File: src/hw/vwd_pkg.sv
// Purpose: Constants and types for the bus window decoders
// Assumes: 100 MHz clock, 32-bit local and bus addresses
// Notes:   How it works list below
//
// How it works
// Slave window claims bus address in range
// Slave window translates onto local base
// Select mask bit one means significant bit
// Slave control restricts accepted access kinds
// Four master windows, only fourth translates
// Fourth master substitutes translation under mask
// Master control sets generated cycle attributes
// Short I/O window maps onto A16 space
// Top page window maps onto A24 space
// Control block placed by group, board values
// System controller bus timeout, code 01 64us
// Unanswered local cycle timeout, code 02 256us
// Bus access wait timeout, code 02 32ms
// Slave window needs its own enable
// No enabled match means no bus cycle
package vwd_pkg;
   // ****************************************
   // Timing
   // ****************************************
   localparam int CLK_MHZ      = 100;         // Clock rate
   localparam int TICK_US      = 1;           // Timer tick, one microsecond
   localparam int TICK_CYC     = TICK_US * CLK_MHZ;
   localparam int TICK_W       = 7;           // Width of tick divider
   // Timeout figures per code, bus and local in microseconds, access in ms
   localparam int BUS_TO_US1   = 64;
   localparam int LOC_TO_US2   = 256;
   localparam int ACC_TO_MS2   = 32;
   localparam int TO_W         = 16;          // Width of timeout counters
   // ****************************************
   // Reset values
   // ****************************************
   localparam logic [1:0] BUS_TO_RST = 2'h1;
   localparam logic [1:0] LOC_TO_RST = 2'h2;
   localparam logic [1:0] ACC_TO_RST = 2'h2;
   localparam logic [7:0] GRP_RST    = 8'hD2;
   localparam logic [7:0] BRD_RST    = 8'h00;
   // Short I/O and top page local windows
   localparam logic [15:0] SIO_BASE  = 16'hFFFF;
   localparam logic [7:0]  FPG_BASE  = 8'hFF;
   // Timer state
   typedef enum logic [1:0] {
      VWD_IDLE = 2'b00,
      VWD_WAIT = 2'b01,
      VWD_DONE = 2'b10
   } vwd_tmr_t;
endpackage : vwd_pkg

File: src/hw/vwd_top.sv
// Purpose: Slave and master address windows with timeouts
// Assumes: Configuration held steady by software while in use
// Notes:   Decode is combinational; addresses registered
`timescale 1ns/10ps
module vwd_top
   import vwd_pkg::*;
#(
   parameter int NSLV = 2,    // Slave windows
   parameter int NMST = 4     // Master windows
) (
   // Clock and reset
   input  wire logic              clk,
   input  wire logic              nrst,
   // Slave window configuration
   input  wire logic [NSLV-1:0]   slv_en,
   input  wire logic [31:0]       slv_start [NSLV],
   input  wire logic [31:0]       slv_end   [NSLV],
   input  wire logic [31:0]       slv_xlat  [NSLV],
   input  wire logic [31:0]       slv_mask  [NSLV],
   input  wire logic [15:0]       slv_ctl   [NSLV],
   // Incoming bus access
   input  wire logic              vin_valid,
   input  wire logic [31:0]       vin_addr,
   input  wire logic [15:0]       vin_kind,    // One-hot access kind
   output logic                   vin_hit,
   output logic [NSLV-1:0]        vin_sel,
   output logic [31:0]            vin_laddr,
   // Master window configuration
   input  wire logic [NMST-1:0]   mst_en,
   input  wire logic [31:0]       mst_start [NMST],
   input  wire logic [31:0]       mst_end   [NMST],
   input  wire logic [31:0]       mst_xlat,
   input  wire logic [31:0]       mst_mask,
   input  wire logic [7:0]        mst_ctl   [NMST],
   input  wire logic              sio_en,
   input  wire logic [7:0]        sio_ctl,
   input  wire logic              fpg_en,
   input  wire logic [7:0]        fpg_ctl,
   input  wire logic [7:0]        group_select_value,
   input  wire logic [7:0]        board_select_value,
   // Local request
   input  wire logic              lb_valid,
   input  wire logic [31:0]       lb_addr,
   input  wire logic              lb_ack,      // Local cycle answered
   input  wire logic              bus_grant,   // Bus obtained
   input  wire logic              sys_ctl,     // Acting as system controller
   input  wire logic              bus_busy,    // Bus cycle in progress
   // Outgoing bus cycle
   output logic                   vout_start,
   output logic [31:0]            vout_addr,
   output logic [7:0]             vout_ctl,
   output logic                   vout_a16,
   output logic                   vout_a24,
   output logic                   ctl_block_hit, // Control block addressed
   // Timeouts
   input  wire logic [1:0]        bus_to_code,
   input  wire logic [1:0]        loc_to_code,
   input  wire logic [1:0]        acc_to_code,
   output logic                   bus_timeout,
   output logic                   loc_timeout,
   output logic                   acc_timeout
);
   // ****************************************
   // Slave windows
   // ****************************************
   logic [NSLV-1:0] s_match;   // Per window claim
   logic [31:0]     s_addr [NSLV];
   genvar g;
   generate
      for (g = 0; g < NSLV; g++) begin : g_slv
         // Enable, range and permitted kind all needed
         assign s_match[g] = slv_en[g] && vin_valid
            && vin_addr >= slv_start[g] && vin_addr <= slv_end[g]
            && |(vin_kind & slv_ctl[g]);
         // Masked bits come from the translation base
         assign s_addr[g] = (slv_xlat[g] & slv_mask[g])
                          | (vin_addr & ~slv_mask[g]);
      end
   endgenerate
   // Lowest window wins on overlap
   logic [31:0] next_laddr;
   always_comb begin
      next_laddr = vin_laddr;
      for (int i = NSLV - 1; i >= 0; i--) begin
         if (s_match[i]) next_laddr = s_addr[i];
      end
   end
   always_ff @(posedge clk) begin
      if (!nrst) begin
         vin_laddr <= 32'h0000_0000;
         vin_sel   <= '0;
         vin_hit   <= 1'b0;
      end else begin
         vin_laddr <= next_laddr;
         vin_sel   <= s_match;
         vin_hit   <= |s_match;
      end
   end
   // ****************************************
   // Master windows
   // ****************************************
   logic [NMST-1:0] m_match;
   generate
      for (g = 0; g < NMST; g++) begin : g_mst
         assign m_match[g] = mst_en[g] && lb_valid
            && lb_addr >= mst_start[g] && lb_addr <= mst_end[g];
      end
   endgenerate
   logic sio_match;            // Short I/O window
   logic fpg_match;            // Top page window
   logic gc_match;             // Control block in short I/O
   assign sio_match = sio_en && lb_valid && lb_addr[31:16] == SIO_BASE;
   assign fpg_match = fpg_en && lb_valid && lb_addr[31:24] == FPG_BASE
                    && !(lb_addr[31:16] == SIO_BASE);
   assign gc_match  = sio_match && lb_addr[15:8] == group_select_value
                    && lb_addr[7:0] == board_select_value;
   logic        next_start;
   logic [31:0] next_addr;
   logic [7:0]  next_ctl;
   logic        next_a16;
   logic        next_a24;
   // Short I/O first, then top page, then lowest master window
   always_comb begin
      next_start = 1'b0;
      next_addr  = vout_addr;
      next_ctl   = vout_ctl;
      next_a16   = 1'b0;
      next_a24   = 1'b0;
      if (sio_match) begin
         next_start = 1'b1;
         next_addr  = {16'h0000, lb_addr[15:0]};
         next_ctl   = sio_ctl;
         next_a16   = 1'b1;
      end else if (fpg_match) begin
         next_start = 1'b1;
         next_addr  = {8'h00, lb_addr[23:0]};
         next_ctl   = fpg_ctl;
         next_a24   = 1'b1;
      end else begin
         for (int i = NMST - 1; i >= 0; i--) begin
            if (m_match[i]) begin
               next_start = 1'b1;
               next_ctl   = mst_ctl[i];
               if (i == NMST - 1)
                  next_addr = (mst_xlat & mst_mask)
                            | (lb_addr & ~mst_mask);
               else
                  next_addr = lb_addr;
            end
         end
      end
   end
   always_ff @(posedge clk) begin
      if (!nrst) begin
         vout_start <= 1'b0;
         vout_addr  <= 32'h0000_0000;
         vout_ctl   <= 8'h00;
         vout_a16   <= 1'b0;
         vout_a24   <= 1'b0;
         ctl_block_hit <= 1'b0;
      end else begin
         vout_start <= next_start;
         vout_addr  <= next_addr;
         vout_ctl   <= next_ctl;
         vout_a16   <= next_a16;
         vout_a24   <= next_a24;
         ctl_block_hit <= gc_match;
      end
   end
   // ****************************************
   // Timeouts
   // ****************************************
   // One microsecond tick; slower limits are counted in ticks
   logic [TICK_W-1:0] div;
   logic [TICK_W-1:0] next_div;
   logic              tick;
   assign tick = (div == TICK_W'(TICK_CYC - 1));
   always_comb next_div = tick ? '0 : div + 1'b1;
   always_ff @(posedge clk) begin
      if (!nrst) div <= '0;
      else       div <= next_div;
   end
   // Code n scales the figure for the documented code by powers of two (limitation:
   // only the documented codes are exact)
   logic [TO_W-1:0] bus_lim, loc_lim, acc_lim;
   assign bus_lim = TO_W'(BUS_TO_US1) << bus_to_code >> 1;
   assign loc_lim = TO_W'(LOC_TO_US2) << loc_to_code >> 2;
   // Access wait counted in 1 ms units of 1000 ticks would need a
   // second divider; counted directly in microseconds instead
   assign acc_lim = TO_W'(ACC_TO_MS2 * 1000) >> (2'd2 - acc_to_code);
   vwd_timer u_bus (.clk(clk), .nrst(nrst), .tick(tick),
      .run(sys_ctl && bus_busy), .limit(bus_lim), .expired(bus_timeout));
   vwd_timer u_loc (.clk(clk), .nrst(nrst), .tick(tick),
      .run(lb_valid && !lb_ack), .limit(loc_lim), .expired(loc_timeout));
   vwd_timer u_acc (.clk(clk), .nrst(nrst), .tick(tick),
      .run(lb_valid && !bus_grant), .limit(acc_lim), .expired(acc_timeout));
   // ****************************************
   // Checks
   // ****************************************
   // No claim from any window means no cycle in the next clock
   no_match_a: assert property (@(posedge clk) disable iff (!nrst)
      !(|m_match) && !sio_match && !fpg_match |=> !vout_start)
      else $error("bus cycle started without a window");
   slv_dis_a: assert property (@(posedge clk) disable iff (!nrst)
      !slv_en[0] |=> !vin_sel[0])
      else $error("disabled slave window claimed");
   slv_kind_a: assert property (@(posedge clk) disable iff (!nrst)
      !(|(vin_kind & slv_ctl[0])) |=> !vin_sel[0])
      else $error("slave accepted forbidden kind");
   // Watches the registered select, so a bad register path shows up
   slv_range_a: assert property (@(posedge clk) disable iff (!nrst)
      vin_sel[0] |-> $past(vin_addr) >= $past(slv_start[0])
                  && $past(vin_addr) <= $past(slv_end[0]))
      else $error("slave claim outside range");
   slv_xlat_a: assert property (@(posedge clk) disable iff (!nrst)
      s_match[0] |=> ((vin_laddr ^ $past(vin_addr))
                      & ~$past(slv_mask[0])) == 32'h0000_0000)
      else $error("non-significant bit altered");
   sio_a16_a: assert property (@(posedge clk) disable iff (!nrst)
      sio_match |=> vout_a16 && vout_start && vout_ctl == $past(sio_ctl))
      else $error("short io cycle wrong");
   fpg_a24_a: assert property (@(posedge clk) disable iff (!nrst)
      fpg_match && !sio_match |=> vout_a24 && vout_addr[31:24] == 8'h00)
      else $error("top page cycle wrong");
   // Both group and board values must match the decoded address
   ctl_block_a: assert property (@(posedge clk) disable iff (!nrst)
      ctl_block_hit |-> $past(lb_addr[15:0])
         == {$past(group_select_value), $past(board_select_value)})
      else $error("control block decode wrong");
   mst_low_a: assert property (@(posedge clk) disable iff (!nrst)
      m_match[0] && !sio_match && !fpg_match |=> vout_addr == $past(lb_addr))
      else $error("untranslated master changed address");
endmodule : vwd_top

File: src/hw/vwd_timer.sv
// Purpose: Coded timeout in microsecond ticks
// Assumes: tick is a one-cycle pulse each microsecond
// Notes:   Expires once per run; run low clears it
`timescale 1ns/10ps
module vwd_timer
   import vwd_pkg::*;
(
   // Clock and reset
   input  wire logic            clk,
   input  wire logic            nrst,
   // Control
   input  wire logic            tick,
   input  wire logic            run,
   input  wire logic [TO_W-1:0] limit,
   // Result
   output logic                 expired
);
   logic [TO_W-1:0] cnt;      // Ticks elapsed
   logic [TO_W-1:0] next_cnt;
   vwd_tmr_t        st;       // Timer state
   vwd_tmr_t        next_st;
   // Next state
   always_comb begin
      next_cnt = cnt;
      next_st  = st;
      case (st)
         VWD_IDLE: begin
            next_cnt = '0;
            if (run) next_st = VWD_WAIT;
         end
         VWD_WAIT: begin
            if (!run) next_st = VWD_IDLE;
            else if (tick) begin
               next_cnt = cnt + 1'b1;
               if (cnt + 1'b1 >= limit) next_st = VWD_DONE;
            end
         end
         VWD_DONE: if (!run) next_st = VWD_IDLE;
         default:  next_st = VWD_IDLE;
      endcase
   end
   // Registers
   always_ff @(posedge clk) begin
      if (!nrst) begin
         cnt <= '0;
         st  <= VWD_IDLE;
      end else begin
         cnt <= next_cnt;
         st  <= next_st;
      end
   end
   assign expired = (st == VWD_DONE);
endmodule : vwd_timer

File: config.mk
export PLATFORM = sky130hd
export DESIGN_NAME = vwd_top
export DESIGN_NICKNAME = d
export VERILOG_FILES = /design/src/hw/vwd_pkg.sv /design/src/hw/vwd_top.sv /design/src/hw/vwd_timer.sv
export SDC_FILE = /design/constraint.sdc
export NUM_CORES = 1
export LEC_CHECK = 0
export BUFFER_PORTS_ARGS = -buffer_cell sky130_fd_sc_hd__buf_4
export CELL_PAD_IN_SITES_DETAIL_PLACEMENT = 0
export CELL_PAD_IN_SITES_GLOBAL_PLACEMENT = 1
export CORE_AREA = 2 2 335 337
export DETAILED_ROUTE_END_ITERATION = 7
export DIE_AREA = 0 0 337 339
export PLACE_DENSITY_LB_ADDON = 0.15
export SLEW_MARGIN = 20
export SYNTH_ARGS = -nofsm -noshare
export SYNTH_HDL_FRONTEND = slang
export SYNTH_SLANG_ARGS = --single-unit
File: constraint.sdc
create_clock -name clk -period 3.48 [get_ports clk]
set_input_delay 1.044 -clock clk [delete_from_list [all_inputs] [get_ports clk]]
set_output_delay 1.044 -clock clk [all_outputs]
set_load 0.05 [all_outputs]
# Word level (Yosys, flattened, before mapping)
# Cells that the tools add are included.
# word_totals
out_inout_bits	82
latch_bits	0
ramBits	0
ff_bits	140
rom_bits	0
mem_count	0
word_cells	189
# classes
n_addsub	5
div_mod_pow	0
eq_ne	29
n_shift	3
bitwise	15
n_lt_le_gt_ge	15
multipliers	0
n_mux	49
reduce_logical	55
# op_table
operator	n
$and 32x32->32	6
$ge 32x32->1	6
$le 32x32->1	6
$mux 32	6
$mux 16	7
$not 32->32	3
$or 32x32->32	3
$pmux 16 s2	3
$add 16x1->16 const B	3
$mux 8	6
$and 16x16->16	2
$reduce_or 16->1	2
$logic_and 1x1->1	30
$mux 2	15
$mux 24	1
$ne 3x3->1 const B	6
$pmux 2 s3	3
$eq 16x16->1 const B	1
$eq 8x8->1	2
$ge 16x14->1	1
$ge 16x15->1	1
$ge 16x16->1	1
$shl 7x2->16 const A	1
$shl 9x2->16 const A	1
21 further kinds	55

# Longest topological paths before layout
# depth
ltp_word	9
depth_mapped	14
mapped_depth_nobuf	14

# Cells and area by module
# A second synthesis with hierarchy kept.
# unflattened
cells_unflattened	2537
hier_area_um2	19707.7
# by_module_without_submodules
module	seq_area_each_um2	cells_each	n_inst	area_per_inst_um2
vwd_top	1721.7	2021	1	15473.6
vwd_timer	360.3	172	3	1411.4

# Worst setup path before layout
# Ideal clock, no wire load.
# synth_timing
kind	input port to flip-flop
from	in lb_addr[0]
to	reg vout_addr[0]
required_time_ps	3361
arrival_ps	3500
slack_ps	-139
path_buffers	2
cell_stages	13
cell_sequence	inv_1 ha_1 nand2b_1 a31oi_1 o21ai_1 a2111oi_2 nor4_1 o41ai_2 buf_2 nand3_4 buf_6 o41a_1 o221a_1
# synth_via
elab_chain_cells	8
word_cells_on_any_way	25
cone_classes	order compare (8); mux (6); bitwise (2); reduce/logical (9)
# synth_rtl
item	line	rtl
start: declaration	vwd_top.sv:43	input wire logic [31:0] lb_addr,
$ge 32x32->1 or $and 32x32->32 (tied branches)	vwd_top.sv:106, vwd_top.sv:146	
$logic_and 1x1->1 or $or 32x32->32 (tied branches)	vwd_top.sv:106, vwd_top.sv:146	
$logic_and 1x1->1 or $mux 32 (tied branches)	vwd_top.sv:106, vwd_top.sv:141	
$mux 32 (3 in a row)	vwd_top.sv:141	if (m_match[i]) begin
$mux 24	vwd_top.sv:134	end else if (fpg_match) begin
$mux 16	vwd_top.sv:129	if (sio_match) begin
end signal: assignment	vwd_top.sv:163	vout_addr <= next_addr;
end: declaration	vwd_top.sv:50	output logic [31:0] vout_addr,
# Several ways; a longest one is shown, not always the timed one. The select of a mux whose other input is x is not followed.
# A chain may end at the register's enable or synchronous reset.

# Final worst setup path
# layout_timing
from	in lb_addr[12]
to	reg vout_addr[0]
# layout_via
elab_chain_cells	8
word_cells_on_any_way	22
cone_classes	order compare (8); mux (5); reduce/logical (9)
# layout_rtl
item	line	rtl
$ge 32x32->1	vwd_top.sv:106	&& lb_addr >= mst_start[g] && lb_addr <= mst_end[g];
$logic_and 1x1->1 (2 in a row)	vwd_top.sv:106	
$mux 32 (3 in a row)	vwd_top.sv:141	
$mux 24	vwd_top.sv:134	
$mux 16	vwd_top.sv:129	
# Several ways; a longest one is shown, not always the timed one.

==> flow_metrics.tcl <==
set metrics [dict create \
    ir_worst_vdd_mv 0.2693 \
    finish.utilization 0.2815 \
    power_switching_uw 2704 \
    placeableCoreArea_sq_um 110400 \
    rsz0062_at_grt "true" \
    die_area_sq_um 114200 \
    worst_skew_pair.late_latency_ns 0.49 \
    globalRouteTotalUtil 0.1961 \
    finish.net_count 4744 \
    groute.layer.met1.usage 0.2134 \
    cells_after_synth 2451 \
    gp_routability_congestion 0.8671 \
    hold_path.class "register to register" \
    combPwrFrac 0.468 \
    grtUsageMet2 0.3642 \
    clock-root-buffer "clkbuf_16" \
    finalClockSkew_ns 0.01354 \
    floorplan_die_width_microns 337 \
    drive_above_1_share 0.3878 \
    cts-buffers-inserted 17 \
    vias 21900 \
    number_of_pins_exceeding_their_max_slew_limit_in_the_final_report 0 \
    io_buffer_count 855 \
    gr-usage-met3 0.05520 \
    critPathArrivalTime_ns 3.86 \
    fillerInstances 12250 \
    antenna_found_initial 35 \
    grt_max_degree 50 \
    grt_first_pass_wirelength_microns 160400 \
    clkTransAtPathRegs_ns 0.07 \
    mostFrequentLayoutCell "buf_4" \
    drt-initial-drc-count 981 \
    drt-total-wl_microns 115500 \
    via_per_inst 4.312 \
    total_power_uw 7407 \
    ys_types 77 \
    max_cap_violations 0 \
    gr-max-usage-layer "met2" \
    power_frac_clock 0.295 \
    wl_per_cell_microns 22.74 \
    mostFrequentLayoutCells "buf_4, inv_1, ha_1" \
    clockBufferDepth 2 \
    timing.hold.worst.start "div[0]" \
    timing.critical_path.fanout_max 9 \
    fp-row-count 122 \
    areaGrowthSynthToFinish_pct 64.26 \
    drc_errors 0 \
    max_slew_margin 0.5718 \
    fmax_mhz 286.3 \
    cp-start-kind "input port" \
    synth_area_per_cell_sq_um 7.718 \
    cts_hold_buf 0 \
    cpPeakStageDelay_ns 0.36 \
    status "complete, but fails checks" \
    globalRoute.totalOverflow 0 \
    syn_area_sq_um 18920 \
    critPathKind "input port to register" \
    timing.critical_path.mode_cell "buf_4" \
    synth.yosys.seq_area_share 0.1482 \
    finish.instance_area_sq_um 31070 \
    ant_nets 0 \
    async_flop_share 0 \
    dpl.hpwl_microns 100100 \
    crit_path_cell_trace "buf_4 > buf_6 > ha_1 > nand4_1 > buf_4 > buf_4 > nor2_1 > a22oi_1 > buf_4 > a31oi_4 > a211oi_2 > buf_4 > o31ai_4 > buf_12 > buf_12 > buf_16 > o41a_1 > o221a_1" \
    design.portCount 856 \
    first_global_vias 23140 \
    reg2reg_start "u_acc.cnt[0]" \
    leakagePower_uw 0.01601 \
    dpl-instance-area_sq_um 29330 \
    number_of_flip_flops_and_latches_in_the_synthesized_netlist 140 \
    setup-violations-final 7 \
    number_of_enable_type_register_cells_in_the_synthesized_netlist 0 \
    ctsHtreeMaxLevel 4 \
    floorplan.initialDensity 0.1714 \
    area_share_of_the_leading_cell_type_in_the_synthesized_netlist 0.2699 \
    power.switching_fraction 0.3651 \
    final-hold-violation-count 0 \
    post-route-min-period_ns 3.493 \
    crit_start "lb_addr[12]" \
    cts_tree "done" \
    seqPwrFrac 0.237 \
    netlist_top_cells_area "ha_1, dfxtp_1, inv_1" \
    clock_sink_count 140 \
    number_of_synthesis_warnings 0 \
    violations "setup timing" \
    power_report.internal_total_uw 4703 \
    endpoint_kind "register" \
    drt-pass1-iter-count 5 \
    worstPathBufferInverterCount 9 \
    die_height_microns 339 \
    final_critical_path_share_of_the_clock_period 1.004 \
    synth.largest_area_cell "ha_1" \
    worst-endpoint-required_ns 3.85 \
    finalWorstSetupSlack_ns -0.01323 \
    ys.flop_type "dfxtp_1" \
    power_density_nw_per_um2 238.4 \
    timing_worst_slew_pin_value_ns 0.6393 \
    syn_nets 3633 \
    crit_slowest_cell "o41a_1" \
    critPathTopFamily "buffers and inverters" \
]
==> kinds of logic after synthesis <==
family                     count (synthesis)  share of synthesized area
buffers and inverters                    499                     0.1027
AOI/OAI and AO/OA                        575                     0.2163
DFF                                      140                     0.1482
and+or+nand+nor                          697                     0.1924
muxes                                     79                    0.04597
adders and majority gates                408                     0.2699
xor gates and xnor gates                  53                    0.02454
==> routing by layer <==
metal | vias to the layer above | part of all wire | routed length (microns)
met3 | 114 | 0.066 | 7675
met4 | 30 | 0.025 | 2927
met2 | 612 | 0.52 | 59490
met1 | 10030 | 0.39 | 45180
li1 | 11120 | - | -
met5 | - | 0.0018 | 207
==> synthesized netlist by cell type, drive strengths merged (59+ instances only) <==
master and n:
mux2 63, inv 414, nand3 117, a21oi 136, nand4 109, nor3 59
o21ai 91, nand2 129, nor2 100, ha 408, clkbuf 65, a21o 79
dfxtp 140
==> sequential cells by signal, summed over array words and instances, names as in the netlist <==
register / cells
vin_hit: 1
vin_laddr: 32
vout_start: 1
vin_sel: 2
ctl_block_hit: 1
u_loc.cnt: 16
u_bus.cnt: 16
u_bus.st: 2
u_loc.st: 2
vout_a24: 1
vout_a16: 1
vout_addr: 32
u_acc.st: 2
u_acc.cnt: 16
div: 7
vout_ctl: 8
==> path summary, 6_finish.rpt <==
path,end,slack [ns],cells after the start
worst max-delay path,vout_addr[0],-0.01,18
worst min-delay path,div[0],0.47,1
worst max register to register,u_acc.st[1],0.41,14
worst min register to register,div[0],0.47,1
==> power by group through the flow <==
stage	sequential, uW	clock, uW	combinational [uW]
detailed placement	1790	0	3330
global placement	1790	0	3340
CTS	1750	2300	3430
floorplan	2050	0	1200
finish	1750	2180	3470
global route	1760	2320	3790
==> metrics by stage <==
stage	hold WS (ns)	cells	worst slack (ns)	setup TNS (ns)
after global placement	0.4516	5004	-0.9044	-48.06
after global routing	0.4985	5072	-0.1430	-2.920
final	0.4655	5079	-0.01323	-0.04898
after detailed placement	0.4538	5004	-0.9528	-50.12
after CTS	0.4706	5047	-0.01081	-0.01081
after floorplan	0.4299	2451	-0.06713	-0.6509
==> layout make-up <==
type / count / area, sq um / area share
clock inverters: 10 / 187.7 / 0.006040
inverters: 414 / 1558 / 0.05013
diodes: 17 / 42.54 / 0.001369
repair buffers: 1177 / 9354 / 0.3011
multi-input cells: 1812 / 14790 / 0.4761
well taps: 1488 / 1862 / 0.05992
flip-flops and latches: 140 / 2803 / 0.09020
clock buffers: 21 / 470.5 / 0.01514
==> repair_timing <==
action | CTS | global route
gates resized for setup | 39 | 90
pin swaps | 15 | 44
cloned | 3 | 6
setup buffers | 9 | 11
endpoints found under the setup margin | 45 | 69
(Power assumes the default switching activity.)
